--- config.mk ---
export PLATFORM = sky130hd
export DESIGN_NAME = tcr_regbank
export DESIGN_NICKNAME = d
export VERILOG_FILES = /design/src/tcr_pkg.sv /design/src/tcr_regbank.sv /design/src/tcr_word_mem.sv
export SDC_FILE = /design/constraint.sdc
export NUM_CORES = 1
export LEC_CHECK = 0
export ABC_AREA = 1
export BUFFER_PORTS_ARGS = -buffer_cell sky130_fd_sc_hd__clkbuf_2
export CAP_MARGIN = 20
export CELL_PAD_IN_SITES_DETAIL_PLACEMENT = 2
export CELL_PAD_IN_SITES_GLOBAL_PLACEMENT = 2
export CORE_MARGIN = 5
export CORE_UTILIZATION = 42
export CTS_CLUSTER_SIZE = 24
export DETAILED_ROUTE_END_ITERATION = 6
export HOLD_SLACK_MARGIN = 0.08
export PLACE_DENSITY_LB_ADDON = 0.1
export SETUP_SLACK_MARGIN = 0.05
export SKIP_CTS_REPAIR_TIMING = 1
export SYNTH_ARGS = -nofsm -noshare
export SYNTH_HDL_FRONTEND = slang
export SYNTH_HIERARCHICAL = 1
export SYNTH_SLANG_ARGS = --single-unit
--- constraint.sdc ---
create_clock -name clk -period 1.5 [get_ports clk]
set_input_delay 0.45 -clock clk [delete_from_list [all_inputs] [get_ports clk]]
set_output_delay 0.45 -clock clk [all_outputs]
set_load 0.01 [all_outputs]
--- src/tcr_pkg.sv ---
// Shared constants and types for the timing chip control register bank.
// Assumes a 16-bit word-addressed host port in front of the bank.
package tcr_pkg;

  // Host port geometry.
  localparam int ADDR_W = 5;
  localparam int DATA_W = 16;

  // Word offsets of the register map.
  localparam logic [4:0] ADDR_PART_SIG  = 5'h00;
  localparam logic [4:0] ADDR_CTRL_A    = 5'h01;
  localparam logic [4:0] ADDR_CTRL_B    = 5'h02;
  localparam logic [4:0] ADDR_PIN_STAT  = 5'h03;
  localparam logic [4:0] ADDR_EV_LATCH  = 5'h04;
  localparam logic [4:0] ADDR_EV_MASK   = 5'h05;
  localparam logic [4:0] ADDR_EV_LIVE   = 5'h06;
  localparam logic [4:0] ADDR_TE_W1     = 5'h09;
  localparam logic [4:0] ADDR_TE_W2     = 5'h0a;
  localparam logic [4:0] ADDR_TE_W3     = 5'h0b;
  localparam logic [4:0] ADDR_TE_W4     = 5'h0c;
  localparam logic [4:0] ADDR_TE_W5     = 5'h0d;
  localparam logic [4:0] ADDR_TE_CMD    = 5'h0e;
  localparam logic [4:0] ADDR_CORE_CFG1 = 5'h10;
  localparam logic [4:0] ADDR_CORE_CFG2 = 5'h11;
  localparam logic [4:0] ADDR_STAMP_CFG = 5'h12;
  localparam logic [4:0] ADDR_PULSE_CFG = 5'h13;
  localparam logic [4:0] ADDR_STAMP_DIV = 5'h14;
  localparam logic [4:0] ADDR_CORE_CFG3 = 5'h1a;

  // One bit per address for the plain read-write words kept in memory.
  localparam logic [31:0] EXT_RW_MAP = 32'h0417_7e20;

  // Field positions inside the control and status words.
  localparam int SOFT_RST_POS   = 15;
  localparam int STAT_LATCH_LSB = 8;
  localparam int STAT_LIVE_LSB  = 0;

  // Pin counts: pins 1..3 form the lower edge group.
  localparam int NUM_PINS   = 7;
  localparam int LOWER_PINS = 3;

  // Pin mode encodings used at reset.
  localparam logic [2:0] MODE_HIZ    = 3'h0;
  localparam logic [2:0] MODE_CLK125 = 3'h4;

  // Read answer latency in clock cycles.
  localparam int RD_LAT = 2;

  // Cycles from reset release until the strap sample is taken.
  localparam logic [1:0] STRAP_WAIT = 2'h3;

  // First pin-function control word, bit 15 down to bit 0.
  typedef struct packed {
    logic       soft_rst;
    logic [2:0] out_pin_a_mode;
    logic [2:0] out_pin_b_mode;
    logic [2:0] bidir_pin_1_mode;
    logic [2:0] bidir_pin_2_mode;
    logic [2:0] bidir_pin_3_mode;
  } tcr_ctrl_a_t;

  // Second pin-function control word, bit 15 down to bit 0.
  typedef struct packed {
    logic [1:0] rsvd;
    logic       upper_pins_latch_edge;
    logic       lower_pins_latch_edge;
    logic [2:0] bidir_pin_7_mode;
    logic [2:0] bidir_pin_6_mode;
    logic [2:0] bidir_pin_5_mode;
    logic [2:0] bidir_pin_4_mode;
  } tcr_ctrl_b_t;

  // Both control words travel together to the pin logic.
  typedef struct packed {
    tcr_ctrl_a_t a;
    tcr_ctrl_b_t b;
  } tcr_cfg_t;

  localparam tcr_ctrl_a_t CTRL_A_RST = '0;
  localparam tcr_ctrl_b_t CTRL_B_RST = '0;

endpackage : tcr_pkg

--- src/tcr_regbank.sv ---
// Host-visible control register bank of the timing chip.
// Assumes the serial processor port engine hands over one word-level
// read or write per strobe, on clk, and that pin inputs are asynchronous.
//
// Behaviour
// - Writes to read-only fields change nothing.
// - Self-clearing bit returns to zero after action.
// - Latch-high bit sets on event, clears on read.
// - Latch-low bit clears on event, sets on read.
// - Signature holds revision and device code.
// - Bit 15 of control A fires global reset.
// - Control A holds five 3-bit pin modes.
// - Bidir pin 1 mode straps from output pin.
// - Control B holds modes for pins 7..4.
// - Bit 13 selects edge for pins 4..7.
// - Bit 12 selects edge for pins 1..3.
// - Pin latched status sets on edge, read-clears.
module tcr_regbank
  import tcr_pkg::*;
#(
  parameter logic [3:0]  SILICON_REV = 4'h1,   // Arbitrary value.
  parameter logic [11:0] DEVICE_CODE = 12'h5a5, // Arbitrary value.
  parameter logic [NUM_PINS-1:0] LATCH_LOW_MASK = '0
) (
  // Clock and reset.
  input  wire logic                clk,
  input  wire logic                reset_n,
  // Host transaction port.
  input  wire logic                reg_rd,
  input  wire logic                reg_wr,
  input  wire logic [ADDR_W-1:0]   reg_addr,
  input  wire logic [DATA_W-1:0]   reg_wdata,
  output logic      [DATA_W-1:0]   reg_rdata,
  output logic                     reg_rvalid,
  // Pin levels and strap.
  input  wire logic [NUM_PINS-1:0] pin_in,
  input  wire logic                out_pin_a_strap,
  // Configuration and reset to the rest of the device.
  output tcr_cfg_t                 pin_cfg,
  output logic                     soft_reset
);

  // Elaboration check: the status word has room for exactly seven pins,
  // split three and four between the two edge groups.
  if (NUM_PINS != 7 || LOWER_PINS != 3) begin : g_bad_pins
    $error("tcr_regbank: pin groups do not fit the status word");
  end

  // Address decode, all plain named wires.
  // Write strobes and the status read are qualified here; the plain read strobe goes to the memory and read pipeline unqualified.
  wire logic hit_sig   = (reg_addr == ADDR_PART_SIG);
  wire logic hit_a     = (reg_addr == ADDR_CTRL_A);
  wire logic hit_b     = (reg_addr == ADDR_CTRL_B);
  wire logic hit_stat  = (reg_addr == ADDR_PIN_STAT);
  wire logic hit_ext   = EXT_RW_MAP[reg_addr];
  wire logic wr_a      = reg_wr && hit_a;
  wire logic wr_b      = reg_wr && hit_b;
  wire logic wr_ext    = reg_wr && hit_ext;
  wire logic rd_stat   = reg_rd && hit_stat;

  // Incoming words seen as control fields.
  wire tcr_ctrl_a_t wd_a = reg_wdata;
  wire tcr_ctrl_b_t wd_b = reg_wdata;

  // Pin synchronisers: two flops, then a third stage for edge detection.
  logic [NUM_PINS-1:0] pin_s1_reg;   // First stage, read only by stage 2.
  logic [NUM_PINS-1:0] pin_s2_reg;   // Settled live level.
  logic [NUM_PINS-1:0] pin_s3_reg;   // Previous settled level.
  logic [NUM_PINS-1:0] pin_event;    // Selected edge, one-cycle pulse.
  logic [NUM_PINS-1:0] lat_act_reg;  // Event seen since last read.
  logic [NUM_PINS-1:0] lat_act_next;

  // Strap synchroniser and capture.
  logic       strap_s1_reg;          // First stage, read only by stage 2.
  logic       strap_s2_reg;
  logic       strap_val_reg;         // Strap level kept for soft resets.
  logic [1:0] strap_cnt_reg;         // Counts settle time after release.
  wire  logic strap_take = (strap_cnt_reg == STRAP_WAIT - 2'h1);

  // Control words and the self-clearing reset pulse.
  tcr_cfg_t   cfg_reg;
  tcr_cfg_t   cfg_next;
  logic       soft_reset_reg;
  wire  logic soft_fire = wr_a && wd_a.soft_rst;

  // Read pipeline state.
  logic [DATA_W-1:0] local_q_reg;    // Bank-owned word captured at take.
  logic              ext_sel_reg;    // Answer comes from the memory.
  logic              rd_d1_reg;
  logic [DATA_W-1:0] rdata_reg;
  logic              rvalid_reg;
  logic [DATA_W-1:0] mem_q;

  // Both synchronisers; the first stage feeds nothing but the second.
  always_ff @(posedge clk or negedge reset_n) begin
    if (!reset_n) begin
      pin_s1_reg   <= '0;
      pin_s2_reg   <= '0;
      pin_s3_reg   <= '0;
      strap_s1_reg <= 1'b0;
      strap_s2_reg <= 1'b0;
    end else begin
      pin_s1_reg   <= pin_in;
      pin_s2_reg   <= pin_s1_reg;
      pin_s3_reg   <= pin_s2_reg;
      strap_s1_reg <= out_pin_a_strap;
      strap_s2_reg <= strap_s1_reg;
    end
  end

  // Edge pick per pin: lower group by one bit, upper group by another.
  for (genvar i = 0; i < NUM_PINS; i++) begin : g_pin
    wire logic rise = pin_s2_reg[i] && !pin_s3_reg[i];
    wire logic fall = !pin_s2_reg[i] && pin_s3_reg[i];
    wire logic sel  = (i < LOWER_PINS) ?
                      cfg_reg.b.lower_pins_latch_edge :
                      cfg_reg.b.upper_pins_latch_edge;
    assign pin_event[i] = sel ? rise : fall;
  end

  // Event latch: a new event beats the read that would clear it.
  // Stored as "event seen"; latch-low bits are inverted on the read path.
  assign lat_act_next = pin_event |
                        (lat_act_reg & {NUM_PINS{!rd_stat}});

  // A global reset clears every latched event, a new one included.
  always_ff @(posedge clk or negedge reset_n) begin
    if (!reset_n) begin
      lat_act_reg <= '0;
    end else if (soft_reset_reg) begin
      lat_act_reg <= '0;
    end else begin
      lat_act_reg <= lat_act_next;
    end
  end

  // Strap is taken once the synchroniser has settled after release,
  // because an asynchronous reset may only load constants.
  // The kept copy serves later global resets, which sample no strap.
  always_ff @(posedge clk or negedge reset_n) begin
    if (!reset_n) begin
      strap_cnt_reg <= 2'h0;
      strap_val_reg <= 1'b0;
    end else if (strap_cnt_reg != STRAP_WAIT) begin
      strap_cnt_reg <= strap_cnt_reg + 2'h1;
      strap_val_reg <= strap_s2_reg;
    end
  end

  // Next value of the control words.
  // The soft reset bit is never stored, so it always reads as zero.
  // Host writes land in the strap cycle too; only the pin 1 mode field
  // is then taken from the strap, so no other setting is lost.
  always_comb begin
    cfg_next = cfg_reg;
    if (soft_reset_reg) begin
      cfg_next.a = CTRL_A_RST;
      cfg_next.b = CTRL_B_RST;
      cfg_next.a.bidir_pin_1_mode =
        strap_val_reg ? MODE_CLK125 : MODE_HIZ;
    end else begin
      if (wr_a) begin
        cfg_next.a = wd_a;
        cfg_next.a.soft_rst = 1'b0;
      end
      if (wr_b) begin
        cfg_next.b = wd_b;
        cfg_next.b.rsvd = 2'h0;
      end
      if (strap_take) begin
        cfg_next.a.bidir_pin_1_mode =
          strap_s2_reg ? MODE_CLK125 : MODE_HIZ;
      end
    end
  end

  // Control words and the reset pulse.
  // The pulse lasts one cycle and clears the bank a cycle later.
  always_ff @(posedge clk or negedge reset_n) begin
    if (!reset_n) begin
      cfg_reg        <= {CTRL_A_RST, CTRL_B_RST};
      soft_reset_reg <= 1'b0;
    end else begin
      cfg_reg        <= cfg_next;
      soft_reset_reg <= soft_fire;
    end
  end

  // Memory for the plain words; read-only addresses never write it, but every read goes to it.
  tcr_word_mem #(
    .DW (DATA_W),
    .AW (ADDR_W)
  ) u_mem (
    .clk       (clk),
    .we        (wr_ext),
    .waddr     (reg_addr),
    .wdata     (reg_wdata),
    .re        (reg_rd),
    .raddr     (reg_addr),
    .rdata_reg (mem_q)
  );

  // Words owned by the bank, as seen at the take edge.
  wire logic [DATA_W-1:0] sig_word  = {SILICON_REV, DEVICE_CODE};
  wire logic [DATA_W-1:0] stat_word = {
    1'b0, lat_act_reg ^ LATCH_LOW_MASK,
    1'b0, pin_s2_reg};
  wire logic [DATA_W-1:0] local_word =
    hit_sig  ? sig_word :
    hit_a    ? DATA_W'(cfg_reg.a) :
    hit_b    ? DATA_W'(cfg_reg.b) :
    hit_stat ? stat_word : '0;                           // unmapped reads 0

  // Read pipeline: take, then answer two edges later.
  // The memory's own output flop lines up with the local capture flop.
  always_ff @(posedge clk or negedge reset_n) begin
    if (!reset_n) begin
      local_q_reg <= '0;
      ext_sel_reg <= 1'b0;
      rd_d1_reg   <= 1'b0;
      rdata_reg   <= '0;
      rvalid_reg  <= 1'b0;
    end else begin
      rd_d1_reg  <= reg_rd;
      rvalid_reg <= rd_d1_reg;
      if (reg_rd) begin
        local_q_reg <= local_word;
        ext_sel_reg <= hit_ext;
      end
      if (rd_d1_reg) begin
        rdata_reg <= ext_sel_reg ? mem_q : local_q_reg;
      end
    end
  end

  // Outputs straight from flops.
  assign reg_rdata  = rdata_reg;
  assign reg_rvalid = rvalid_reg;
  assign pin_cfg    = cfg_reg;
  assign soft_reset = soft_reset_reg;

  // Helper: address pipeline for read checks.
  logic [ADDR_W-1:0] chk_addr_d1;
  logic [ADDR_W-1:0] chk_addr_d2;
  always_ff @(posedge clk) begin
    chk_addr_d1 <= reg_addr;
    chk_addr_d2 <= chk_addr_d1;
  end
endmodule : tcr_regbank

--- src/tcr_word_mem.sv ---
// Small word memory holding the plain read-write registers of the map.
// Assumes one write and one read per cycle on the same clock.
module tcr_word_mem
  import tcr_pkg::*;
#(
  parameter int DW = DATA_W,
  parameter int AW = ADDR_W
) (
  // Clock.
  input  wire logic          clk,
  // Write side.
  input  wire logic          we,
  input  wire logic [AW-1:0] waddr,
  input  wire logic [DW-1:0] wdata,
  // Read side, data registered.
  input  wire logic          re,
  input  wire logic [AW-1:0] raddr,
  output logic      [DW-1:0] rdata_reg
);

  // Storage has no reset; software must write a word before using it.
  logic [DW-1:0] mem [2**AW];

  // Elaboration check: the storage needs at least one data bit and one address bit.
  if (DW < 1 || AW < 1) begin : g_bad_geom
    $error("tcr_word_mem: bad geometry");
  end

  // Write port.
  always_ff @(posedge clk) begin
    if (we) begin
      mem[waddr] <= wdata;
    end
  end

  // Read port; data holds between reads.
  always_ff @(posedge clk) begin
    if (re) begin
      rdata_reg <= mem[raddr];
    end
  end

endmodule : tcr_word_mem

==> reports/results.ini <==
[placement]
place_area_sq_mm = 0.0286
hpwl_mm = 60.5
pre_cts_slack_ps = -847
dp.cells = 3213
gp_congestion = 0.838
io_buffers = 79

[timing]
min_period_ps = 1780
rsz0062_at_grt = yes
worst_slack_ps = -279
final_hold_viol_count = 0
clock_skew_ps = 36.2
setup_viol = 601
slew_violations = 0
worst_pin_slew_ps = 516
fin_worst_hold_slack_ps = 162
setup_tns_ps = -69510
period_share = 1.19
fmax_mhz = 562
max_slew_margin = 0.656

[outcome]
status = complete, but fails checks
violations = setup timing

[setup_path]
end_kind = flop
timing.rr.end = pin_cfg[21]
worst-endpoint-arrival_ps = 2250
crit_required_ps = 1980
path_max_fanout = 21
rrSetupSlack_ps = -80
timing.rr.start = soft_reset
crit_end = local_q_reg[8]
worstSetupPathType = in -> reg
startpoint_type = primary input
critPathLaunch = reg_addr[3]
reg2regPathDepth = 6

[detailed_routing]
wl_mm = 122
drt_iter0_markers = 2473
ant_nets = 0
route.vias.total = 21100
wl_per_cell_um = 35.5
drc_errors = 0
vias_per_cell = 6.15
dr.pass1.iters = 6

[cts]
cts_sinks = 625
numCtsBuffers = 70
htree_levels = 3
clk_latency_ps = 650
cts_root_buf = clkbuf_16
clk_pin_slew_ps = 70
tritoncts = built
clockBufferDepth = 3

[pwr]
leakage_nw = 13.5
powerDensity_mw_per_mm2 = 1240
total_power_mw = 42.6
peakVddDrop_uv = 1700

[die]
chipWidth_um = 258
core-area_sq_mm = 0.0605
die_area_sq_mm = 0.0663
ios = 83
start_util = 0.426
rows = 90
die_height_um = 258

[finish]
utilization = 0.566
postLayoutCellArea_sq_mm = 0.0342
final_common_cell = nand2_1
multi_input_area_sq_mm = 0.00792
instances_no_fill = 3435
regArea_sq_mm = 0.0183
regMostFlops = u_mem/mem
drive_gt1_frac = 0.299
final_cell_mix = 779 x nand2_1, 528 x edfxtp_1, 270 x nand3_1
nets = 2637
fillers = 5555
largest_reg_flops = 512
syn_to_final_growth_pct = 33.1
diodes = 0

[logic_synthesis]
synth_warnings = 6
synth_flop_cell = edfxtp_1
synth_edf_count = 528
synth_cells = 2302
async_reset_ff_frac = 0.155
synth_area_sq_mm = 0.0257
synth.largest_area_cell = edfxtp_1
synth.area.top_cells = edfxtp_1 62%, nand2_1 13%, dfrtp_1 9.4%
yosysTopAreaCellShare = 0.616
ys_ff_latch = 625
ys_types = 29
ys_seq_area_frac = 0.710
postSynthAreaPerCell_sq_um = 11.2

[grt]
grt-ovfl-total = 0
track_usage = 0.275
gr-usage-met1 = 0.361
grt_max_degree = 58
grt.busiest_layer = met2
grtUsageMet2 = 0.466
grt_util_met3 = 0.0509
antenna_found_initial = 6
first_global_vias = 21000
grt_pass1_wl_mm = 137

[run]
drv_cap = 0

[min_path]
hold_class = in -> reg

## metal layers
| metal | up-vias | share of wire |
|---|---|---|
| met4 | 4 | 0.049 |
| li1 | 8506 | - |
| met2 | 1140 | 0.50 |
| met3 | 308 | 0.070 |
| met5 | - | 0.00022 |
| met1 | 11200 | 0.38 |
## power breakdown
part           switching [mW]  internal [mW]  total (mW)
Clock                    7.86           10.1        17.9
Combinational            3.25           1.68        4.93
Sequential              0.416           19.3        19.7
Total                    11.5           31.1        42.6
## area by class of cell
class / count / share of cell area
sequential: 625 / 0.534
tap: 782 / 0.0286
clock buffer: 95 / 0.0575
multi-input combinational: 1501 / 0.231
timing repair buffer: 359 / 0.134
clock inverter: 28 / 0.00837
inverter: 44 / 0.00643
timing repair inverter: 1 / 0.000329
## Yosys cell counts, types with 5 or more instances
| master | count |
|---|---|
| a21oi_1 | 14 |
| a31oi_1 | 15 |
| buf_2 | 36 |
| buf_4 | 37 |
| buf_6 | 26 |
| clkbuf_1 | 31 |
| dfrtp_1 | 97 |
| edfxtp_1 | 528 |
| inv_1 | 36 |
| inv_2 | 6 |
| nand2_1 | 904 |
| nand3_1 | 426 |
| nand4_1 | 18 |
| nor2_1 | 96 |
| nor2_4 | 5 |
| o21ai_0 | 8 |
## worst min-delay path by stage
stage                                to          start  cells past startpoint
after floorplan             ext_sel_reg        reset_n                      0
after detailed placement  pin_s2_reg[2]  pin_s1_reg[2]                      0
final                        pin_cfg[8]   reg_wdata[8]                      3
after CTS                   ext_sel_reg        reset_n                      1
after global routing          rd_d1_reg         reg_rd                      2
after global placement    pin_s2_reg[3]  pin_s1_reg[3]                      0
## worst max-delay path, cell delays in order
cell,delay [ps]
clkbuf_2,130
buf_4,370
buf_12,250
nor2_4,80
nand3_1,70
nand2_1,110
inv_1,240
nand2_1,110
nor2_1,290
nor2_1,120
## logic make-up after synthesis
family / synth area share
AND/OR/NAND/NOR: 0.238
flip-flops: 0.710
buffers and inverters: 0.0420
AO/OA/AOI/OAI: 0.00851
adder cells (fa/ha/maj): 0.000972
XOR/XNOR: 0.000340
other: 0.000146
Power figures use the tool's default switching activity.
